--- src/design/frt_pkg.sv ---
// constants for the free running timer counter block
package frt_pkg;
    // register byte addresses (one register per aligned word)
    localparam logic [7:0] ADDR_COUNT_HIGH = 8'h00;
    localparam logic [7:0] ADDR_COUNT_LOW = 8'h04;
    localparam logic [7:0] ADDR_ALT_HIGH = 8'h08;
    localparam logic [7:0] ADDR_ALT_LOW = 8'h0c;
    localparam logic [7:0] ADDR_STATUS = 8'h10;
    localparam logic [7:0] ADDR_CTRL_ONE = 8'h14;
    localparam logic [7:0] ADDR_CTRL_TWO = 8'h18;
    localparam logic [7:0] ADDR_IRQ_STATUS = 8'h1c;
    localparam logic [7:0] ADDR_IRQ_MASK = 8'h20;
    // field positions
    localparam int OVF_BIT = 5;
    localparam int OVF_IE_BIT = 7;
    localparam int SRC_LO_BIT = 2;
    localparam int SRC_HI_BIT = 3;
    localparam int EDGE_BIT = 0;
    // reset values and counter wrap value
    localparam logic [15:0] COUNT_RESET = 16'hfffc;
    localparam logic [15:0] COUNT_TOP = 16'hffff;
    localparam logic [7:0] CTRL_RESET = 8'h00;
    // tick source select codes and divider masks
    localparam logic [1:0] SRC_DIV2 = 2'b00;
    localparam logic [1:0] SRC_DIV4 = 2'b01;
    localparam logic [1:0] SRC_DIV8 = 2'b10;
    localparam logic [1:0] SRC_EXT = 2'b11;
    localparam logic [2:0] DIV_MASK2 = 3'h1;
    localparam logic [2:0] DIV_MASK4 = 3'h3;
    localparam logic [2:0] DIV_MASK8 = 3'h7;
    // least spacing of external edges in cpu clocks
    localparam int EXT_MIN_SPACING = 4;
    // htrans encodings
    localparam logic [1:0] HTRANS_NONSEQ = 2'b10;
    localparam logic [1:0] HTRANS_SEQ = 2'b11;
endpackage

--- src/design/frt_timer.sv ---
// free running 16-bit timer counter with ahb-lite register slave
//
// The AHB-Lite register port and the placing of the registers were chosen for this implementation.
`timescale 1ns/100ps
module frt_timer
    import frt_pkg::*;
#(
    parameter bit EXT_PIN_BONDED = 1'b1
)
(
    input wire logic CLK,
    input wire logic RST_N,
    input wire logic HSEL,
    input wire logic [31:0] HADDR,
    input wire logic [1:0] HTRANS,
    input wire logic HWRITE,
    input wire logic [2:0] HSIZE,
    input wire logic [31:0] HWDATA,
    input wire logic HREADY,
    output logic [31:0] HRDATA,
    output logic HREADYOUT,
    output logic HRESP,
    input wire logic EXT_TICK_PIN,
    input wire logic CPU_IRQ_MASK,
    input wire logic HALT_MODE,
    output logic TIMER_IRQ,
    output logic IRQ
);
    import frt_pkg::*;

    logic [15:0] count_q;
    logic [7:0] low_latch_q;
    logic latch_pend_q;
    logic ovf_flag_q;
    logic ovf_armed_q;
    logic ovf_ie_q;
    logic [1:0] src_q;
    logic edge_q;
    logic [2:0] div_q;
    logic [2:0] ext_sync_q;
    logic irq_stat_q;
    logic irq_mask_q;
    logic ap_valid_q;
    logic ap_write_q;
    logic [7:0] ap_addr_q;
    logic [31:0] rdata_q;
    logic ext_in;
    logic ext_rise;
    logic ext_fall;
    logic tick;
    logic div_tick;
    logic [2:0] div_mask;
    logic wrap;
    logic addr_ok;
    logic rd_now;
    logic wr_now;
    logic low_wr;
    logic prim_low_acc;
    logic status_rd;
    logic high_rd;
    logic low_rd;
    logic [31:0] rdata_d;

    // address phase capture, zero wait state slave
    assign addr_ok = HSEL && HREADY && (HTRANS == HTRANS_NONSEQ || HTRANS == HTRANS_SEQ);
    assign HREADYOUT = 1'b1;
    assign HRESP = 1'b0;
    assign HRDATA = rdata_q;

    always_ff @(posedge CLK or negedge RST_N)
    begin
        if (!RST_N)
        begin
            ap_valid_q <= 1'b0;
            ap_write_q <= 1'b0;
            ap_addr_q <= 8'h00;
        end
        else
        begin
            ap_valid_q <= addr_ok;
            ap_write_q <= HWRITE;
            ap_addr_q <= HADDR[7:0];
        end
    end

    // decoded accesses; reads act at address phase so data is ready
    assign rd_now = addr_ok && !HWRITE;
    assign wr_now = ap_valid_q && ap_write_q;
    assign high_rd = rd_now && (HADDR[7:0] == ADDR_COUNT_HIGH || HADDR[7:0] == ADDR_ALT_HIGH);
    assign low_rd = rd_now && (HADDR[7:0] == ADDR_COUNT_LOW || HADDR[7:0] == ADDR_ALT_LOW);
    assign status_rd = rd_now && HADDR[7:0] == ADDR_STATUS;
    assign low_wr = wr_now && (ap_addr_q == ADDR_COUNT_LOW || ap_addr_q == ADDR_ALT_LOW);
    assign prim_low_acc = (rd_now && HADDR[7:0] == ADDR_COUNT_LOW)
        || (wr_now && ap_addr_q == ADDR_COUNT_LOW);

    assign ext_in = EXT_PIN_BONDED ? EXT_TICK_PIN : 1'b1;

    always_ff @(posedge CLK or negedge RST_N)
    begin
        if (!RST_N)
            ext_sync_q <= 3'b111;
        else
            ext_sync_q <= {ext_sync_q[1:0], ext_in};
    end

    // edge seen once stages two and three disagree in a settled way
    assign ext_rise = ext_sync_q[1] && !ext_sync_q[2];
    assign ext_fall = !ext_sync_q[1] && ext_sync_q[2];

    always_comb
    begin
        case (src_q)
            SRC_DIV2: div_mask = DIV_MASK2;
            SRC_DIV4: div_mask = DIV_MASK4;
            SRC_DIV8: div_mask = DIV_MASK8;
            default: div_mask = DIV_MASK8;
        endcase
    end

    // free divider from reset keeps twins in step
    always_ff @(posedge CLK or negedge RST_N)
    begin
        if (!RST_N)
            div_q <= 3'h0;
        else if (!HALT_MODE)
            div_q <= div_q + 3'h1;
    end

    assign div_tick = (div_q & div_mask) == div_mask;
    assign tick = HALT_MODE ? 1'b0
        : (src_q == SRC_EXT) ? (edge_q ? ext_rise : ext_fall) : div_tick;
    assign wrap = tick && count_q == COUNT_TOP;

    always_ff @(posedge CLK or negedge RST_N)
    begin
        if (!RST_N)
            count_q <= COUNT_RESET;
        else if (low_wr)
            count_q <= COUNT_RESET;
        else if (tick)
            count_q <= count_q + 16'h0001;
    end

    // low byte buffer on high read
    always_ff @(posedge CLK or negedge RST_N)
    begin
        if (!RST_N)
        begin
            low_latch_q <= 8'h00;
            latch_pend_q <= 1'b0;
        end
        else if (high_rd && !latch_pend_q)
        begin
            low_latch_q <= count_q[7:0];
            latch_pend_q <= 1'b1;
        end
        else if (low_rd)
            latch_pend_q <= 1'b0;
    end

    // overflow flag, set wins over clear
    always_ff @(posedge CLK or negedge RST_N)
    begin
        if (!RST_N)
        begin
            ovf_flag_q <= 1'b0;
            ovf_armed_q <= 1'b0;
        end
        else
        begin
            if (wrap)
                ovf_flag_q <= 1'b1;
            else if (ovf_armed_q && prim_low_acc)
                ovf_flag_q <= 1'b0;
            if (status_rd && ovf_flag_q)
                ovf_armed_q <= 1'b1;
            else if (prim_low_acc)
                ovf_armed_q <= 1'b0;
        end
    end

    // control registers and irq mask, written in data phase
    always_ff @(posedge CLK or negedge RST_N)
    begin
        if (!RST_N)
        begin
            ovf_ie_q <= CTRL_RESET[OVF_IE_BIT];
            src_q <= CTRL_RESET[SRC_HI_BIT:SRC_LO_BIT];
            edge_q <= CTRL_RESET[EDGE_BIT];
            irq_mask_q <= 1'b0;
        end
        else if (wr_now)
        begin
            if (ap_addr_q == ADDR_CTRL_ONE)
                ovf_ie_q <= HWDATA[OVF_IE_BIT];
            if (ap_addr_q == ADDR_CTRL_TWO)
            begin
                src_q <= HWDATA[SRC_HI_BIT:SRC_LO_BIT];
                edge_q <= HWDATA[EDGE_BIT];
            end
            if (ap_addr_q == ADDR_IRQ_MASK)
                irq_mask_q <= HWDATA[OVF_BIT];
        end
    end

    // sticky interrupt status, write one to clear, set wins
    always_ff @(posedge CLK or negedge RST_N)
    begin
        if (!RST_N)
            irq_stat_q <= 1'b0;
        else if (wrap)
            irq_stat_q <= 1'b1;
        else if (wr_now && ap_addr_q == ADDR_IRQ_STATUS && HWDATA[OVF_BIT])
            irq_stat_q <= 1'b0;
    end

    // request held pending by flag until enabled and unmasked
    assign TIMER_IRQ = ovf_flag_q && ovf_ie_q && !CPU_IRQ_MASK;
    assign IRQ = irq_stat_q && irq_mask_q;

    // read mux, registered for the data phase
    always_comb
    begin
        rdata_d = 32'h0000_0000;
        case (HADDR[7:0])
            ADDR_COUNT_HIGH, ADDR_ALT_HIGH: rdata_d[7:0] = count_q[15:8];
            ADDR_COUNT_LOW, ADDR_ALT_LOW:
                rdata_d[7:0] = latch_pend_q ? low_latch_q : count_q[7:0];
            ADDR_STATUS: rdata_d[OVF_BIT] = ovf_flag_q;
            ADDR_CTRL_ONE: rdata_d[OVF_IE_BIT] = ovf_ie_q;
            ADDR_CTRL_TWO:
            begin
                rdata_d[SRC_HI_BIT:SRC_LO_BIT] = src_q;
                rdata_d[EDGE_BIT] = edge_q;
            end
            ADDR_IRQ_STATUS: rdata_d[OVF_BIT] = irq_stat_q;
            ADDR_IRQ_MASK: rdata_d[OVF_BIT] = irq_mask_q;
            default: rdata_d = 32'h0000_0000;
        endcase
    end

    always_ff @(posedge CLK or negedge RST_N)
    begin
        if (!RST_N)
            rdata_q <= 32'h0000_0000;
        else if (rd_now)
            rdata_q <= rdata_d;
    end
endmodule

--- config.mk ---
export PLATFORM = sky130hd
export DESIGN_NAME = frt_timer
export DESIGN_NICKNAME = d
export VERILOG_FILES = /design/src/design/frt_pkg.sv /design/src/design/frt_timer.sv
export SDC_FILE = /design/constraint.sdc
export NUM_CORES = 1
export LEC_CHECK = 0
export BUFFER_PORTS_ARGS = -buffer_cell sky130_fd_sc_hd__buf_2
export CAP_MARGIN = 30
export CORE_MARGIN = 1.5
export CORE_UTILIZATION = 24
export CTS_CLUSTER_DIAMETER = 50
export CTS_CLUSTER_SIZE = 8
export DETAILED_ROUTE_END_ITERATION = 7
export PLACE_DENSITY_LB_ADDON = 0.25
export SLEW_MARGIN = 20
export SYNTH_ARGS = -nofsm -noshare
export SYNTH_HDL_FRONTEND = slang
export SYNTH_SLANG_ARGS = --single-unit
export TNS_END_PERCENT = 5
--- constraint.sdc ---
create_clock -name CLK -period 2.4 [get_ports CLK]
set_input_delay 0.12 -clock CLK [delete_from_list [all_inputs] [get_ports CLK]]
set_output_delay 0.12 -clock CLK [all_outputs]
set_load 0.03 [all_outputs]
==> flow_metrics.env <==
export IMPL_p_switching_uw=922
export IMPL_cts_buffer_depth=2
export IMPL_place_area_mm2=0.00320
export IMPL_antennaDiodeCount=0
export IMPL_place_gp_congestion=0.749
export IMPL_start_kind="input pin"
export IMPL_route_vias_total=2245
export IMPL_drt_pass1_iter_count=4
export IMPL_power_share_clock_pct=39.4
export IMPL_cts_buffers=9
export IMPL_io_buffer_count=31
export IMPL_gr_usage_all_layers_pct=11.7
export IMPL_core_area_mm2=0.0120
export IMPL_fmax_mhz=425
export IMPL_use_met3_pct=3.55
export IMPL_vdd_drop_max_mv=0.235
export IMPL_layout_nets=408
export IMPL_viasPerCell=4.68
export IMPL_yosysMostFrequentCell="dfrtp_1"
export IMPL_comb_power_share_pct=17.6
export IMPL_die_area_mm2=0.0130
export IMPL_synth_cell_area_mm2=0.00296
export IMPL_cp_required_ns=2.61
export IMPL_cts_tree="yes"
export IMPL_syn_avg_cell_area_um2=10.4
export IMPL_drc=0
export IMPL_synth_area_top_cells="dfrtp_1 34%, dfstp_2 15%, buf_4 6.6%, mux2_4 4.1%, o21ai_0 3.5%"
export IMPL_switching_share_pct=29.9
export IMPL_clkTransAtPathRegs_ns=0.05
export IMPL_h_tree_depth=3
export IMPL_grt_pass1_vias=2241
export IMPL_yosysUniqueCellTypes=47
export IMPL_seqPwrFrac_pct=43.0
export IMPL_fin_crit_ns=2.36
export IMPL_use_met2_pct=17.5
export IMPL_p_int_mw=2.16
export IMPL_relSlewSlack_pct=54.1
export IMPL_p_total_mw=3.09
export IMPL_worstMarginPinSlew_ns=0.686
export IMPL_cp_arrival_ns=2.56
export IMPL_yosysTopAreaCellShare_pct=33.8
export IMPL_pin_count=113
export IMPL_cp_max_fo=8
export IMPL_status="completed"
export IMPL_powerDensity_mw_per_mm2=860
export IMPL_hold_viol=0
export IMPL_ant_nets=0
export IMPL_drt_wl_total_mm=6.72
export IMPL_p_leak_nw=1.60
export IMPL_drtIter0Drc=105
export IMPL_area_growth_pct=21.1
export IMPL_synth_edf_count=0
export IMPL_grt_first_pass_wirelength_mm=11.6
export IMPL_skew_ns=0.00471
export IMPL_clkSinkCount=57
export IMPL_grt_antenna_before_repair=0
export IMPL_use_met1_pct=15.5
export IMPL_ys_warnings_count=0
export IMPL_worstSetupPathType="input pin to register"
export IMPL_initial_core_util_pct=24.7
export IMPL_synthCells=285
export IMPL_row_count=40
export IMPL_overflow=0
export IMPL_grt_max_degree=36
export IMPL_ys_ff_latch=57
export IMPL_synth_top_area_cell="dfrtp_1"
export IMPL_setup_viol=0
export IMPL_hp_class="input pin to register"
export IMPL_die_h_um=114
export IMPL_synth_ff_type="dfrtp_1"
export IMPL_wl_per_cell_um=14.0
export IMPL_slew_violations=0
export IMPL_final_area_mm2=0.00359
export IMPL_timing_setup_tns_ns=0
export IMPL_grt_busiest_layer="met2"
export IMPL_period_share_pct=98.1
export IMPL_fillers=1251
export IMPL_die_w_um=114
export IMPL_async_flop_share_pct=100
export IMPL_synth_top_cells_by_count="40 x dfrtp_1, 26 x buf_4, 21 x nand2_1, 21 x o21ai_0, 20 x nand3_1"
export IMPL_root_buffer="clkbuf_16"
export IMPL_worst_setup_path_end_kind="register"
export IMPL_ys_seq_area_share_pct=48.9
export IMPL_clock_latency_ns=0.33
export IMPL_rsz0062_at_grt="false"
export IMPL_cap_violations=0
export IMPL_layout_drive_gt1_share_pct=26.1
export IMPL_dp_hpwl_mm=4.82
## metal layers
layer,vias to the layer above,wire (um)
li1,1073,-
met1,1100,3350
met2,63,2950
met3,9,304
met4,0,114
met5,-,0
## cell usage in the layout, fill, tap and decap left out, types with 9 or more instances in the layout
master / count
conb_1: 26
clkbuf_16: 9
dfstp_2: 17
nor2_1: 15
nand2_1: 21
o21ai_0: 21
dfrtp_1: 40
buf_2: 28
mux2i_1: 10
nand3_1: 20
## cell type report
cell class                 instances  area, um^2  area share, %
multi-input combinational        213        1350           37.7
sequential                        57        1450           40.4
clock buffer                       9         225           6.28
tap                              147         184           5.13
timing repair buffer              45         305           8.51
inverter                           3        11.3          0.314
clock inverter                     6        60.1           1.67
## final timing paths
kind                                from             end  slack [ns]  depth (start not counted)
setup / recovery                HADDR[7]  low_latch_q[3]        0.04                          6
hold / removal                 HWDATA[7]        ovf_ie_q        0.02                          2
setup reg to reg            ap_addr_q[1]      count_q[9]        0.12                          4
hold reg to reg            ext_sync_q[0]   ext_sync_q[1]        0.35                          0
max in group asynchronous          RST_N      count_q[3]        1.44                          3
min in group asynchronous          RST_N          edge_q        0.32                          2
## critical path, stage by stage
cell           delay [ns]
dlygate4sd3_1        0.55
buf_2                0.13
or4_4                0.42
or3_4                0.41
or4_4                0.60
mux2_4               0.33
## sequential cells by signal, summed over array words and instances, names as in the netlist, 2 cells and up
name	flops
low_latch_q	8
HRDATA	8
ext_sync_q	3
div_q	3
src_q	2
ap_addr_q	8
count_q	16
## power groups by stage
stage	clock (mW)	sequential, mW	combinational, mW
after floorplan	0	1.26	0.458
after global placement	0	1.33	0.521
after detailed placement	0	1.33	0.530
after CTS	1.26	1.32	0.548
after global routing	1.29	1.35	0.624
final	1.22	1.33	0.543
## through the flow
step / util (%) / hold WS, ns / cells / setup WS [ns]
6_report: 29.9 / 0.0212 / 480 / 0.0448
5_1_grt: 29.9 / 0.0212 / 480 / 0.0143
3_3_place_gp: 26.7 / 0.149 / 456 / 0.145
3_5_place_dp: 26.7 / 0.153 / 456 / 0.120
2_1_floorplan: - / -0.176 / 309 / 0.411
4_1_cts: 29.8 / 0.00904 / 480 / 0.0506
## timing repair
item / 4_1_cts / 5_1_grt
setup endpoints to repair: 0 / 8
hold endpoints to repair: 29 / 0
gates resized for setup: 0 / 1
buffers inserted: 0 / 3
hold buffers: 9 / 0
## kinds of logic (layout without fill, tap and decap cells)
kind of cell | count (synthesis) | in the layout | share of synthesized area (%)
multiplexers | 24 | 24 | 9.71
AND/OR/NAND/NOR | 106 | 106 | 19.8
buffers and inverters | 39 | 63 | 8.49
AO/OA/AOI/OAI | 52 | 52 | 11.1
adder cells (fa/ha/maj) | 2 | 2 | 0.844
flip-flops | 57 | 57 | 48.9
XOR/XNOR | 3 | 3 | 0.887
other | 2 | 26 | 0.253
Power figures use the tool's default switching activity.
